File: config.mk
export PLATFORM = sky130hd
export DESIGN_NAME = pdl_delay_line
export DESIGN_NICKNAME = d
export VERILOG_FILES = /design/src/core/pdl_pkg.sv /design/src/core/pdl_buf2.sv /design/src/core/pdl_delay_line.sv
export SDC_FILE = /design/constraint.sdc
export NUM_CORES = 1
export LEC_CHECK = 0
export BUFFER_PORTS_ARGS = -buffer_cell sky130_fd_sc_hd__buf_2
export CORE_MARGIN = 1.5
export CORE_UTILIZATION = 50
export DETAILED_ROUTE_END_ITERATION = 6
export PLACE_DENSITY = 0.75
export SLEW_MARGIN = 20
export SYNTH_ARGS = -nofsm -noshare
export SYNTH_HDL_FRONTEND = slang
export SYNTH_HIERARCHICAL = 1
export SYNTH_SLANG_ARGS = --single-unit
File: constraint.sdc
create_clock -name clk -period 4.1 [get_ports clk]
set_input_delay 0.41 -clock clk [delete_from_list [all_inputs] [get_ports clk]]
set_output_delay 0.41 -clock clk [all_outputs]
set_load 0.005 [all_outputs]
File: src/core/pdl_pkg.sv
`default_nettype none

package pdl_pkg;

    // data formats; integer formats carry no fraction bits
    typedef enum logic [1:0] {
        FMT_SINT,
        FMT_UINT,
        FMT_SFRAC
    } pdl_fmt_t;

    localparam pdl_fmt_t FMT       = FMT_SFRAC;
    localparam int       INT_BITS  = 12;
    localparam int       FRAC_CFG  = 4;
    localparam int       FRAC_BITS = (FMT == FMT_SFRAC) ? FRAC_CFG : 0;
    localparam int       WORD_W    = INT_BITS + FRAC_BITS;
    localparam int       NSTAGES   = 4;

    // phase selection pattern, up to eight phases
    localparam int PH_MAX = 8;
    localparam int PH_LW  = 3;

    typedef logic [WORD_W-1:0] pdl_word_t;

    typedef struct packed {
        logic use_rstval;
        logic use_sclr;
        logic use_ena;
    } pdl_ctrl_t;

    typedef struct packed {
        logic [PH_LW-1:0]  len_m1;
        logic [PH_MAX-1:0] pattern;
    } pdl_phase_t;

    // register port
    localparam int ADDR_W  = 4;
    localparam int DATA_W  = 32;
    localparam int CTRL_W  = 3;
    localparam int PHASE_W = PH_LW + PH_MAX;

    localparam logic [ADDR_W-1:0] OFF_CTRL   = 4'h0;
    localparam logic [ADDR_W-1:0] OFF_PHASE  = 4'h4;
    localparam logic [ADDR_W-1:0] OFF_RSTVAL = 4'h8;
    localparam logic [ADDR_W-1:0] OFF_STATUS = 4'hc;

    // status fields
    localparam int ST_VLD_LSB  = 0;
    localparam int ST_FULL_BIT = 8;
    localparam int ST_SIGN_BIT = 9;
    localparam int ST_PH_LSB   = 12;

    // values after reset
    localparam pdl_ctrl_t  CTRL_RST   = 3'h2;
    localparam pdl_phase_t PHASE_RST  = 11'h001;
    localparam pdl_word_t  RSTVAL_DEF = pdl_word_t'(32'h0000_0000);
    localparam pdl_word_t  STAGE_RST  = CTRL_RST.use_rstval ? RSTVAL_DEF : pdl_word_t'(32'h0);

endpackage

`default_nettype wire

File: src/core/pdl_buf2.sv
`default_nettype none

module pdl_buf2 (
    input  wire logic              clk,        // system clock
    input  wire logic              rst_n,      // synchronised reset, active low
    input  wire logic              flush,      // drop both entries
    input  wire pdl_pkg::pdl_word_t flush_val, // value shown on the output after flush
    input  wire logic              in_valid,   // word offered
    input  wire pdl_pkg::pdl_word_t in_data,   // offered word
    output var  logic              in_ready,   // second entry free
    output var  logic              out_valid,  // head entry holds a word
    output var  pdl_pkg::pdl_word_t out_data,  // head entry
    input  wire logic              out_ready   // receiver takes the head
);
    import pdl_pkg::*;

    pdl_word_t ent1;
    logic      push;
    logic      pop;

    assign push = in_valid && in_ready;
    assign pop  = out_valid && out_ready;

    // head is always a flop, so the output never passes a mux
    always_ff @(posedge clk or negedge rst_n) begin
        if (!rst_n) begin
            out_valid <= 1'b0;
            in_ready  <= 1'b1;
            out_data  <= STAGE_RST;
            ent1      <= STAGE_RST;
        end else if (flush) begin
            out_valid <= 1'b0;
            in_ready  <= 1'b1;
            out_data  <= flush_val;
        end else begin
            case ({push, pop})
                2'b10: begin
                    if (!out_valid) begin
                        out_data  <= in_data;
                        out_valid <= 1'b1;
                    end else begin
                        ent1     <= in_data;
                        in_ready <= 1'b0;
                    end
                end
                2'b01: begin
                    if (!in_ready) begin
                        out_data <= ent1;
                        in_ready <= 1'b1;
                    end else begin
                        out_valid <= 1'b0;
                    end
                end
                2'b11: begin
                    // push needs a free second entry, so the head simply refills
                    out_data <= in_data;
                end
                default: begin
                end
            endcase
        end
    end

endmodule

`default_nettype wire

File: src/core/pdl_delay_line.sv
// The address map and the plain strobed port were chosen for this implementation.
`default_nettype none

module pdl_delay_line (
    input  wire logic                          clk,       // 100 MHz system clock
    input  wire logic                          resetn,    // asynchronous reset, active low
    input  wire logic [pdl_pkg::ADDR_W-1:0]    addr,      // register byte address
    input  wire logic [pdl_pkg::DATA_W-1:0]    wdata,     // register write data
    input  wire logic                          wr,        // register write strobe
    input  wire logic                          rd,        // register read strobe
    output var  logic [pdl_pkg::DATA_W-1:0]    rdata,     // read data, cycle after rd
    input  wire pdl_pkg::pdl_word_t            in_data,   // input word
    input  wire logic                          in_valid,  // input word is real
    output var  logic                          in_ready,  // output buffer has room
    input  wire logic                          ena,       // clock enable
    input  wire logic                          sclr,      // synchronous clear
    output var  pdl_pkg::pdl_word_t            out_data,  // delayed word
    output var  logic                          out_valid, // delayed word is real
    input  wire logic                          out_ready  // receiver takes the word
);
    import pdl_pkg::*;

    localparam int LAST = NSTAGES - 1;

    logic             rst_meta;
    logic             rst_q;
    pdl_ctrl_t        ctrl;
    pdl_phase_t       phase;
    pdl_word_t        rstval;
    logic [PH_LW-1:0] ph;
    pdl_word_t        stage   [NSTAGES];
    pdl_word_t        stage_d [NSTAGES];
    logic             vld     [NSTAGES];
    logic             vld_d   [NSTAGES];
    logic             hit;
    logic             ena_ok;
    logic             clr;
    logic             step;
    pdl_word_t        clr_val;
    logic [DATA_W-1:0] status_word;

    // reset release through two flops
    always_ff @(posedge clk or negedge resetn) begin
        if (!resetn) begin
            rst_meta <= 1'b0;
            rst_q    <= 1'b0;
        end else begin
            rst_meta <= 1'b1;
            rst_q    <= rst_meta;
        end
    end

    // gating terms
    assign hit     = phase.pattern[phase.len_m1 - ph];
    assign ena_ok  = !ctrl.use_ena || ena;
    assign clr     = ctrl.use_sclr && sclr;
    assign clr_val = ctrl.use_rstval ? rstval : pdl_word_t'(32'h0);
    // clear is folded into step, so a clearing edge never also shifts
    // a full buffer only stalls when the last stage holds a real word
    assign step    = hit && ena_ok && (in_ready || !vld[LAST]) && !clr;

    // phase counter; first pattern character is phase 0
    // it ignores enable: phases follow the clock, not the data
    always_ff @(posedge clk or negedge rst_q) begin
        if (!rst_q) begin
            ph <= '0;
        end else if (clr || (wr && addr == OFF_PHASE)) begin
            ph <= '0;
        end else if (ph == phase.len_m1) begin
            ph <= '0;
        end else begin
            ph <= PH_LW'(ph + 3'h1);
        end
    end

    // configuration registers
    always_ff @(posedge clk or negedge rst_q) begin
        if (!rst_q) begin
            ctrl   <= CTRL_RST;
            phase  <= PHASE_RST;
            rstval <= RSTVAL_DEF;
        end else if (wr) begin
            case (addr)
                OFF_CTRL:   ctrl   <= pdl_ctrl_t'(wdata[CTRL_W-1:0]);
                OFF_PHASE:  phase  <= pdl_phase_t'(wdata[PHASE_W-1:0]);
                OFF_RSTVAL: rstval <= wdata[WORD_W-1:0];
                default: begin
                end
            endcase
        end
    end

    always_comb begin
        status_word = '0;
        for (int i = 0; i < NSTAGES; i++) begin
            status_word[ST_VLD_LSB + i] = vld[i];
        end
        status_word[ST_FULL_BIT] = !in_ready;
        // unsigned words have no sign to report
        status_word[ST_SIGN_BIT] = (FMT != FMT_UINT) && out_data[WORD_W-1];
        status_word[ST_PH_LSB +: PH_LW] = ph;
    end

    // read data lives for exactly one cycle
    always_ff @(posedge clk or negedge rst_q) begin
        if (!rst_q) begin
            rdata <= '0;
        end else if (rd) begin
            case (addr)
                OFF_CTRL:   rdata <= DATA_W'(ctrl);
                OFF_PHASE:  rdata <= DATA_W'(phase);
                OFF_RSTVAL: rdata <= DATA_W'(rstval);
                OFF_STATUS: rdata <= status_word;
                default:    rdata <= '0;
            endcase
        end else begin
            rdata <= '0;
        end
    end

    // pipeline stages
    genvar k;
    generate
        for (k = 0; k < NSTAGES; k++) begin : g_stage
            if (k == 0) begin : g_head
                assign stage_d[k] = in_data;
                assign vld_d[k]   = in_valid;
            end else begin : g_tail
                assign stage_d[k] = stage[k-1];
                assign vld_d[k]   = vld[k-1];
            end

            always_ff @(posedge clk or negedge rst_q) begin
                if (!rst_q) begin
                    stage[k] <= STAGE_RST;
                    vld[k]   <= 1'b0;
                end else if (clr) begin
                    stage[k] <= clr_val;
                    vld[k]   <= 1'b0;
                end else if (step) begin
                    stage[k] <= stage_d[k];
                    vld[k]   <= vld_d[k];
                end
            end
        end
    endgenerate

    // two-entry buffer keeps words when the receiver stalls
    // costs one register of latency after the last stage
    pdl_buf2 u_buf (
        .clk       (clk),
        .rst_n     (rst_q),
        .flush     (clr),
        .flush_val (clr_val),
        .in_valid  (step && vld[LAST]),
        .in_data   (stage[LAST]),
        .in_ready  (in_ready),
        .out_valid (out_valid),
        .out_data  (out_data),
        .out_ready (out_ready)
    );
endmodule

`default_nettype wire

# Word level (Yosys, flattened, before mapping)
# Cells that the tools add are included.
# totals
regBits	169
in_bits	60
out_inout_bits	50
elab_cells	96
# classes
order_cmp	1
n_addsub	2
n_bitwise	1
n_mux	33
n_eq_ne	11
reduce_logical	26
# ops
op	count
$mux W16	12
$pmux W16 S4	1
$pmux W16 S3	1
$mux W32	1
$mux W1	13
$reduce_and A2 Y1	5
$eq A4 B4 Y1 const B	2
$logic_and A1 B1 Y1	8
$mux W3	2
$ne A3 B2 Y1 const B	2
$ne A3 B3 Y1 const B	2
$reduce_and A3 Y1	2
$eq A2 B2 Y1 const B	2
$eq A4 B3 Y1 const B	1
$logic_not A1 Y1	4
$logic_not A4 Y1	1
$lt A3 B4 Y1 const B	1
$pmux W1 S2	2
$reduce_bool A4 Y1	1
$add A3 B1 Y3 const B	1
$bmux W1 S3	1
$eq A3 B3 Y1	1
$logic_or A1 B1 Y1	3
$reduce_bool A3 Y1	1
4 further kinds	4

# Logic depth before layout (Yosys ltp)
# Gate-level depths: netlist (run 1).
# logic_depth
word_depth	11
depth_mapped	14
mapped_depth_nobuf	12

# Hierarchy
# The synthesis (run 1) kept the hierarchy.
# modules_own_cells
mod	seq_area_each_um2	cells_per_inst	n_inst	area_per_inst_um2
pdl_delay_line	2980.4	514	1	5432.7
pdl_buf2	852.1	133	1	1596.5

# Worst setup path after synthesis (run 1)
# Ideal clock, no wire load.
# synth_timing
path_kind	register to register
start	register ph[0]
end	register u_buf.ent1[0]
arrival_time_ns	3.014
t_required_ns	3.975
n_path_buf	2
period_less_slack_ns	3.139
path_slack_ns	0.961
stages_incl_launch_ff	13
setup_ns	0.125
cell_sequence	dfrtp_1 > ha_1 > inv_1 > fa_1 > mux4_2 > mux2_4 > buf_6 > nand2_1 > nor2_1 > nand2_1 > nor4b_4 > buf_6 > mux2_2
# synth_via
elab_chain_cells	10
# synth_lines
element	line	rtl
from (decl)	pdl_delay_line.sv:30	logic [PH_LW-1:0] ph;
from (signal assigned)	pdl_delay_line.sv:72	ph <= PH_LW'(ph + 3'h1);
$sub A3 B3 Y3	pdl_delay_line.sv:54	assign hit = phase.pattern[phase.len_m1 - ph];
$bmux W1 S3	pdl_delay_line.sv:54	
$mux W1 (implied by the code)	pdl_delay_line.sv:54	
$logic_and A1 B1 Y1 (3 in series)	pdl_delay_line.sv:60	assign step = hit && ena_ok && (in_ready || !vld[LAST]) && !clr;
$logic_and A1 B1 Y1	pdl_delay_line.sv:155	.in_valid (step && vld[LAST]),
$logic_and A1 B1 Y1	pdl_buf2.sv:21	assign push = in_valid && in_ready;
$eq A2 B2 Y1	pdl_buf2.sv:36	case ({push, pop})
$reduce_and A3 Y1 (no source line)	n/a	
to (signal assigned)	pdl_buf2.sv:42	ent1 <= in_data;
to (decl)	pdl_buf2.sv:17	pdl_word_t ent1;
# No other way between the ends. The select of a mux whose other input is x is not followed.
# A chain may end at the register's enable or synchronous reset.

# Worst setup path after layout (run 1)
# layout_timing
start	register phase[8] (netlist bit)
end	register u_buf.ent1[4]
# layout_via
elab_chain_cells	10
# layout_lines
element	line	rtl
from (decl)	pdl_delay_line.sv:28	pdl_phase_t phase;
from (signal assigned)	pdl_delay_line.sv:85	OFF_PHASE: phase <= pdl_phase_t'(wdata[PHASE_W-1:0]);
$sub A3 B3 Y3	pdl_delay_line.sv:54	
$bmux W1 S3	pdl_delay_line.sv:54	
$mux W1 (implied by the code)	pdl_delay_line.sv:54	
$logic_and A1 B1 Y1 (3 in series)	pdl_delay_line.sv:60	
$logic_and A1 B1 Y1	pdl_delay_line.sv:155	
$logic_and A1 B1 Y1	pdl_buf2.sv:21	
$eq A2 B2 Y1	pdl_buf2.sv:36	
$reduce_and A3 Y1 (no source line)	n/a	
# No other way between the ends. The select of a mux whose other input is x is not followed.

==> run summary, run 1 <==
Horiz. Die Dim: 122 um
First-pass GRT wire length: 26.4 mm
Cell area after synthesis: 7030 um2
Gr usage total: 0.233
DP Wirelength: 10.5 mm
Pin count of the biggest net entering global routing: 82
Avg Cell Area, Syn: 10.9 um2
Seq/Total Area, Yosys: 0.545
Starting Density: 0.508
Post-CTS Setup Inserts: 0
H-tree levels: 4
Final Hold Fails: 0
Area delta synth->final: 14.5%
Family with the most delay on the worst path: simple AND/OR/NAND/NOR gates
Worst-Margin Slew: 0.941 ns
Die span in y: 122 um
Root Driver: clkbuf_16
I/O Pins: 110
Max Fclk: 287 MHz
Slew HR: 0.373
Highest-delay cell along the critical path: fa_1
Worst Reg-to-Reg Cells: 12
Vias in the first global route: 5,047
Setup_tns: 0 ns
Fin crit share: 0.849
Critical path's largest stage delay: 0.58 ns
Pwr Total: 0.00613 W
Syn Inst Count: 647
Final-report setup violation count: 0
Synthesis warning total: 6
Post-synth ARST share: 1.00
Antenna Diode Count: 0
Worst-Skew Late Latency: 0.42 ns
Share of cells above drive strength 1: 0.250
I/O Buffers: 77
WHS: 0.226 ns
DRT iter0 DRCs: 710
GPL Wtd Cong: 0.848
Placed insts: 864
CTS max path bufs: 2
WL per Instance: 18.4 um
Rows: 43
CP arrival: 3.78 ns
Vias/cell: 6.07
Hold WC Path Type: in -> reg
Routed WL: 16.5 mm
Outcome: finished clean
Min Tclk post-route: 3.48 ns
Final worst setup slack: 0.620 ns
Final antenna-violating net count: 0
Worst EP required: 4.40 ns
Critical Path End Type: flip-flop
CP bufs+invs: 3
CTS tree: done
Most used DFF post-synth: dfrtp_1
Share of the synthesized area in the top cell type: 0.534
Worst Skew: 0.00831 ns
Initial antenna violation count: 0
Commonest non-fill, non-tap cell in the layout: dfrtp_1
RSZ-0062 raised after global routing: false
Crit Path Max Fanout: 16
Post-synth EDFFs: 0
Final Non-Filler Cells: 897
Post-synth cell types: 40
Highest-count cells in the layout ignoring fill and taps: dfrtp_1, buf_2, a21oi_1, a31oi_1, o21ai_0
Worst Hold Path Cells: 2
Critical path type: reg -> reg
Static Leak: 3.60 nW
Reg clk slew, reported paths: 0.06 ns
Vias: 5,443
Synth area leader: dfrtp_1
Overflow after GRT: 0
Slew Viols, Final: 0
Post-CTS Resized: 0
Sink Count: 153
Power density over cell area: 762 nW/um2
Reg2Reg Setup Slack: 0.62 ns
Pre-CTS WS: 0.746 ns
Yosys reg bits: 153
Num CTS Buffers: 17
Max Cap Viol: 0
Maximum VDD drop: 514 uV
First drt pass iteration count: 6
Total die area: 14,800 um2
Final net count: 768
Worst setup SP type: flip-flop
Stages on worst setup path: 12
Top cells by area, synth: dfrtp_1, mux2_2, a31oi_1
Hold buffers post-CTS: 1
Detailed-route DRC error count: 0
Worst-path cell chain: inv_1, ha_1, inv_1, fa_1, mux4_2, mux2_4, nand2_1, nor2_1, nand2_1, nor4b_4, buf_4, mux2_2
Core area: 13,800 um2
-- per-stage QoR --
step	util	area, um2
after floorplan	-	7090
after global placement	0.539	7460
after detailed placement	0.539	7460
after CTS	0.582	8050
after global routing	0.582	8050
final	0.582	8050
-- per-layer routing --
layer	vias to the layer above	part of all wire	track usage
met2	253	0.47	0.347
met3	39	0.063	0.0463
li1	2441	-	-
met4	0	0.028	0.0963
met5	-	0	0
met1	2710	0.44	0.335
-- worst paths after layout --
path | startpoint | endpoint
worst max-delay path | phase[8] | u_buf/ent1[4]
worst min register to register | rst_meta | rst_q
min in group asynchronous | resetn | rst_q
worst min-delay path | wdata[13] | rstval[13]
max in group asynchronous | rst_q | u_buf/out_data[14]
worst max register to register | phase[8] | u_buf/ent1[4]
-- power by group --
group	switching, W	leakage, nW	internal [W]
Clock	0.000579	0.284	0.000942
Combinational	0.00139	1.38	0.000876
Sequential	0.000327	1.94	0.00202
Total	0.00229	3.60	0.00383
-- kinds of logic (layout without fill, tap and decap cells) --
family                     Yosys count  after routing  synth area share
buffers and inverters               89            144            0.0666
other                                2             17           0.00107
xor gates and xnor gates             3              3           0.00570
adders and majority gates            4              4           0.00819
and+or+nand+nor                     89             89            0.0612
muxes                               71             71             0.114
DFF                                153            153             0.545
AOI/OAI and AO/OA                  236            236             0.198
-- cell usage after synthesis, types with 2 or more instances --
library cell	count
clkbuf_1	28
a22oi_1	15
mux2i_1	22
mux4_2	2
buf_4	17
a31oi_1	65
o21ai_0	65
a222oi_1	3
o221ai_1	15
xnor2_1	2
buf_6	8
dfrtp_1	150
and2_1	16
inv_1	22
a21oi_1	67
ha_1	3
conb_1	2
nor2_1	33
and3_1	4
mux2_2	46
dfstp_2	3
buf_2	8
buf_1	6
nand2_1	29
-- flip-flops by register name (all words and copies together) (netlist names) --
signal	cells
ctrl	3
ph	3
phase	11
rdata	16
rst_meta	1
rst_q	1
rstval	16
stage	64
status_word	4
u_buf/ent1	16
u_buf/in_ready	1
u_buf/out_data	16
u_buf/out_valid	1
-- final cells by class --
type | instances | area (um2)
multi-input cells | 420 | 2830
fillers | 1111 | 5780
well taps | 180 | 225
flip-flops and latches | 153 | 3840
inverters | 22 | 82.6
clock inverters | 8 | 96.3
repair buffers | 90 | 498
clock buffers | 24 | 482
Power figures use the tool's default switching activity.
==> run 2, diff against run 1 <==
--- a/config.mk
+++ b/config.mk
@@ -9,7 +9,7 @@
 export CORE_MARGIN = 1.5
 export CORE_UTILIZATION = 50
 export DETAILED_ROUTE_END_ITERATION = 6
-export PLACE_DENSITY = 0.75
+export PLACE_DENSITY = 0.72
 export SLEW_MARGIN = 20
 export SYNTH_ARGS = -nofsm -noshare
 export SYNTH_HDL_FRONTEND = slang
==> constraint.sdc (replaced) <==
create_clock -name clk -period 3.4 [get_ports clk]
set_input_delay 0.34 -clock clk [delete_from_list [all_inputs] [get_ports clk]]
set_output_delay 0.34 -clock clk [all_outputs]
set_load 0.005 [all_outputs]
==> run 2 against run 1 <==
Setup slack got worse by 0.40 ns. Power is 17% higher. Critical path type unchanged. Sequential share of layout area up 0.26 points. Non-clock buffer count increased by 3. Fmax increased by 9.3%.
==> run summary, run 2 (same netlist as run 1, synthesis figures left out) <==
Vias/cell: 5.94 (-2.1%)
Critical Path End Type: flip-flop
Most flops, register: stage
Gr usage total: 0.236 (+0.00348)
Clk network pwr share: 0.226 (-0.022)
Worst-Margin Slew: 0.747 ns (-0.194 ns)
First drt pass iteration count: 5 (-1)
Routed WL: 16.4 mm (-0.88%)
Sink Count: 153 (unchanged)
Hold_sp: wdata[12]
WL per Instance: 18.3 um (-0.77%)
Int Power: 0.00446 W (+16%)
Register area: 3840 um2 (unchanged)
Multi-input gate area: 2830 um2 (+0.22%)
Sequential power share: 0.391 (+0.009)
Maximum VDD drop: 848 uV (+65%)
Rows: 43 (unchanged)
Num CTS Buffers: 17 (unchanged)
RSZ-0062 raised after global routing: false
Worst EP required: 3.70 ns (-0.70 ns)
H-tree levels: 4 (unchanged)
Reg clk slew, reported paths: 0.06 ns (about the same)
Overflow after GRT: 0 (unchanged)
Slew Viols, Final: 0 (unchanged)
Initial antenna violation count: 0 (unchanged)
Placed inst area: 7490 um2 (+0.47%)
Worst Hold Path Cells: 2 (unchanged)
First-pass GRT wire length: 26.6 mm (+0.52%)
Power density over cell area: 897 nW/um2 (+18%)
Net Sw Frac: 0.379 (+0.00469)
CP arrival: 3.49 ns (-0.29 ns)
DP Wirelength: 10.8 mm (+2.1%)
Horiz. Die Dim: 122 um (unchanged)
Worst-Skew Late Latency: 0.42 ns (about the same)
Highest-count cells in the layout ignoring fill and taps: dfrtp_1, buf_2, a21oi_1, a31oi_1, o21ai_0
Core area: 13,800 um2 (unchanged)
Area delta synth->final: 13.9%
Setup_tns: 0 ns (unchanged)
Final Hold Fails: 0 (unchanged)
I/O Buffers: 77 (unchanged)
I/O Pins: 110 (unchanged)
Pin count of the biggest net entering global routing: 71 (-13%)
Slew HR: 0.497 (+0.125)
Outcome: finished clean
Final net count: 771 (+0.39%)
Vias in the first global route: 4,987 (-1.2%)
Die span in y: 122 um (unchanged)
Final-report setup violation count: 0 (unchanged)
CP startpoint: ph[0]
Psw: 0.00272 W (+19%)
Crit Path Max Fanout: 16 (unchanged)
Post-CTS Setup Inserts: 0 (unchanged)
Hold WC Path Type: in -> reg
Max Fclk: 314 MHz (+9.3%)
Fillers: 1,156 (+4.1%)
Max Cap Viol: 0 (unchanged)
DRT iter0 DRCs: 587 (-17%)
Commonest non-fill, non-tap cell in the layout: dfrtp_1
CTS tree: done
Critical path type: reg -> reg
Design area: 8000 um2 (-0.54%)
Starting Density: 0.508 (unchanged)
Static Leak: 3.59 nW (-0.38%)
Share of cells above drive strength 1: 0.251 (+0.00175)
GPL Wtd Cong: 0.828 (-2.4%)
Worst setup SP type: flip-flop
Final antenna-violating net count: 0 (unchanged)
Min Tclk post-route: 3.18 ns (-0.297 ns)
Worst Reg-to-Reg Cells: 11 (-1)
Gate power share: 0.383 (+0.013)
Worst Skew: 0.00429 ns (-0.00402 ns)
Antenna Diode Count: 0 (unchanged)
Vias: 5,324 (-2.2%)
Detailed-route DRC error count: 0 (unchanged)
Pwr Total: 0.00718 W (+17%)
Reg-to-Reg Start: ph[0]
Root Driver: clkbuf_16
Largest register FFs: 64 (unchanged)
Total die area: 14,800 um2 (unchanged)
Fin crit share: 0.936 (+0.0875)
CTS max path bufs: 2 (unchanged)
-- run 2: final cells by class --
| type | count | area share |
|---|---|---|
| timing repair buffer | 93 | 0.0666 |
| tap | 180 | 0.0281 |
| sequential | 153 | 0.479 |
| clock buffer | 23 | 0.0585 |
| multi-input combinational | 420 | 0.354 |
| inverter | 22 | 0.0103 |
| clock inverter | 5 | 0.00313 |
-- run 2: path summary, 6_finish.rpt --
path,to,slack [ns]
worst max-delay path,u_buf/ent1[6],0.22
worst min-delay path,rstval[12],0.15
worst max register to register,u_buf/ent1[6],0.22
worst min register to register,rdata[1],0.24
max in group asynchronous,u_buf/in_ready,2.36
min in group asynchronous,rst_q,0.23
-- run 2: worst max-delay path, cell delays in order, from the launching register on --
cell and delay, ns:
dfrtp_1 0.42, ha_1 0.19, inv_1 0.06, fa_1 0.45, mux4_2 0.30, mux2_4 0.17, nand2_1 0.12, nor2_2 0.26
nand2_1 0.15, nor4b_4 0.28, buf_4 0.29, mux2_2 0.37
-- run 2: through the flow --
step	util	hold WS [ns]	std cells	setup WS, ns
3_3_place_gp	0.542	0.127	867	0.215
3_5_place_dp	0.542	0.129	867	0.148
5_1_grt	0.579	0.152	896	0.0682
4_1_cts	0.578	0.140	896	0.121
2_1_floorplan	-	0.0444	662	0.261
6_report	0.579	0.153	896	0.217
-- run 2: metal layers --
| metal | up-vias | GRT usage | part of all wire |
|---|---|---|---|
| met1 | 2641 | 0.345 | 0.44 |
| li1 | 2442 | - | - |
| met4 | 0 | 0.0904 | 0.023 |
| met3 | 25 | 0.0585 | 0.074 |
| met5 | - | 0 | 0 |
| met2 | 216 | 0.342 | 0.46 |
-- run 2: timing repair --
action / 4_1_cts / 5_1_grt
endpoints found under the hold margin: 2 / 0
hold buffers: 1 / 0
endpoints found under the setup margin: 0 / 26
resized for setup: 0 / 2
-- run 2: power groups by stage --
stage / Sequential [W] / Combinational [W] / Clock [W]
after floorplan: 0.00272 / 0.00228 / 0
after global placement: 0.00280 / 0.00262 / 0
after detailed placement: 0.00283 / 0.00272 / 0
after CTS: 0.00280 / 0.00274 / 0.00165
after global routing: 0.00288 / 0.00308 / 0.00173
final: 0.00281 / 0.00275 / 0.00162
==> run 3, diff against run 2 <==
--- a/config.mk
+++ b/config.mk
@@ -7,9 +7,8 @@
 export LEC_CHECK = 0
 export BUFFER_PORTS_ARGS = -buffer_cell sky130_fd_sc_hd__buf_2
 export CORE_MARGIN = 1.5
-export CORE_UTILIZATION = 50
+export CORE_UTILIZATION = 40
 export DETAILED_ROUTE_END_ITERATION = 6
-export PLACE_DENSITY = 0.72
 export SLEW_MARGIN = 20
 export SYNTH_ARGS = -nofsm -noshare
 export SYNTH_HDL_FRONTEND = slang
==> run 3 against run 2 <==
Sequential power hardly changed. Register-to-register slack improved by 0.09 ns. Routed wire length rose by 3.7%. Via count down 2.2%.
==> run summary, run 3 (same netlist as run 1, synthesis figures left out) <==
Horiz. Die Dim: 136 um (+12%)
Largest register FFs: 64 (unchanged)
Area delta synth->final: 17.1%
Power density over cell area: 924 nW/um2 (+3.0%)
RSZ-0062 raised after global routing: false
Detailed-route DRC error count: 0 (unchanged)
WHS: 0.148 ns (-0.00536 ns)
Sink Count: 153 (unchanged)
DP Wirelength: 11.4 mm (+5.6%)
R2r endpoint: u_buf/out_data[4]
Max Cap Viol: 0 (unchanged)
Critical path's largest stage delay: 0.54 ns (+0.09 ns)
Worst-Skew Late Latency: 0.42 ns (about the same)
Routed WL: 17.0 mm (+3.7%)
Max Fclk: 324 MHz (+3.0%)
Crit-path most repeated cell: inv_1
H-tree levels: 4 (unchanged)
Die span in y: 136 um (+12%)
Num CTS Buffers: 17 (unchanged)
Rows: 48 (+12%)
Worst EP required: 3.67 ns (-0.03 ns)
Highest-delay cell along the critical path: fa_1
Family with the most delay on the worst path: multiplexers
Slew Viols, Final: 0 (unchanged)
Final Hold Fails: 0 (unchanged)
GPL Wtd Cong: 0.819 (-1.0%)
Vias/cell: 5.50 (-7.4%)
I/O Pins: 110 (unchanged)
First-pass GRT wire length: 27.3 mm (+2.7%)
Pwr Total: 0.00760 W (+5.9%)
Net Sw Frac: 0.368 (-0.0111)
Setup_tns: 0 ns (unchanged)
Total die area: 18,400 um2 (+24%)
Share of cells above drive strength 1: 0.257 (+0.00519)
Reg clk slew, reported paths: 0.06 ns (about the same)
Highest-count cells in the layout ignoring fill and taps: dfrtp_1, buf_2, a21oi_1, a31oi_1, o21ai_0
Core area: 17,200 um2 (+25%)
Min Tclk post-route: 3.09 ns (-0.0930 ns)
Overflow after GRT: 0 (unchanged)
Worst Reg-to-Reg Cells: 11 (unchanged)
Final-report setup violation count: 0 (unchanged)
First drt pass iteration count: 6 (+1)
Int Power: 0.00481 W (+7.8%)
Worst setup path endpoint: u_buf/out_data[4]
Outcome: finished clean
Pin count of the biggest net entering global routing: 66 (-7.0%)
Worst-Margin Slew: 0.939 ns (+0.192 ns)
Post-CTS Setup Inserts: 0 (unchanged)
Critical path type: reg -> reg
CTS max path bufs: 2 (unchanged)
Static Leak: 3.66 nW (+1.9%)
Commonest non-fill, non-tap cell in the layout: dfrtp_1
Reg-to-Reg Start: phase[8]
CP arrival: 3.36 ns (-0.13 ns)
DRT iter0 DRCs: 477 (-19%)
Most flops, register: stage
Worst Skew: 0.00627 ns (+0.00199 ns)
Critical Path End Type: flip-flop
Fillers: 1,613 (+40%)
Crit Path Max Fanout: 16 (unchanged)
Design area: 8230 um2 (+2.8%)
CP bufs+invs: 2 (unchanged)
Worst setup SP type: flip-flop
Stages on worst setup path: 11 (unchanged)
WL per Instance: 17.9 um (-1.8%)
Final net count: 772 (+0.13%)
Placed inst area: 7600 um2 (+1.4%)
CTS tree: done
Sequential power share: 0.371 (-0.020)
Psw: 0.00280 W (+2.8%)
Antenna Diode Count: 0 (unchanged)
Starting Density: 0.408 (-0.101)
CP startpoint: phase[8]
Maximum VDD drop: 565 uV (-33%)
I/O Buffers: 77 (unchanged)
Vias in the first global route: 4,925 (-1.2%)
Root Driver: clkbuf_16
Reg2Reg Setup Slack: 0.31 ns (+0.09 ns)
Clk network pwr share: 0.261 (+0.035)
Hold WC Path Type: in -> reg
Worst-path cell chain: inv_1, ha_1, inv_1, fa_1, mux4_2, mux2_4, nand2_1, nor2_1, mux2i_1, or3_1, o221ai_1
Initial antenna violation count: 0 (unchanged)
Gr usage total: 0.195 (-0.0414)
Gate power share: 0.369 (-0.014)
Fin crit share: 0.909 (-0.0274)
Slew HR: 0.373 (-0.124)
Final antenna-violating net count: 0 (unchanged)
Vias: 5,205 (-2.2%)
[run 3: repair_timing]
item,in CTS,in global routing
resized for setup,0,1
hold endpoints to repair,2,0
hold buffers,1,0
setup endpoints to repair,0,16
[run 3: metal layers]
metal	global-route usage	vias to the layer above	part of all wire
li1	-	2444	-
met1	0.293	2563	0.47
met2	0.266	176	0.44
met3	0.0498	22	0.062
met4	0.0759	0	0.024
met5	0	-	0
[run 3: area by class of cell]
class                      instances  area (um2)  share of cell area
clock buffer                      21         450              0.0547
clock inverter                    11         169              0.0205
inverter                          22        82.6              0.0100
multi-input combinational        420        2840               0.346
sequential                       153        3840               0.466
tap                              225         282              0.0342
timing repair buffer              94         566              0.0687
[run 3: metrics by stage]
stage | worst slack (ns) | utilization | cells
6_report | 0.310 | 0.477 | 946
4_1_cts | 0.0355 | 0.477 | 946
3_3_place_gp | 0.159 | 0.441 | 913
5_1_grt | 0.0716 | 0.477 | 946
2_1_floorplan | 0.261 | - | 662
3_5_place_dp | 0.0550 | 0.441 | 913
[run 3: power groups by stage]
stage | clock network, W | registers [W] | logic [W]
finish | 0.00198 | 0.00282 | 0.00280
global route | 0.00211 | 0.00289 | 0.00313
CTS | 0.00202 | 0.00281 | 0.00279
detailed placement | 0 | 0.00284 | 0.00278
global placement | 0 | 0.00281 | 0.00270
floorplan | 0 | 0.00272 | 0.00228
[run 3: worst min-delay path by stage]
stage,start,end,slack [ns],depth (start not counted)
global placement,resetn,rst_meta,0.13,1
floorplan,resetn,rst_meta,0.04,0
global route,wdata[15],rstval[15],0.14,2
detailed placement,resetn,rst_meta,0.13,1
finish,wdata[15],rstval[15],0.15,2
CTS,wdata[15],rstval[15],0.13,2
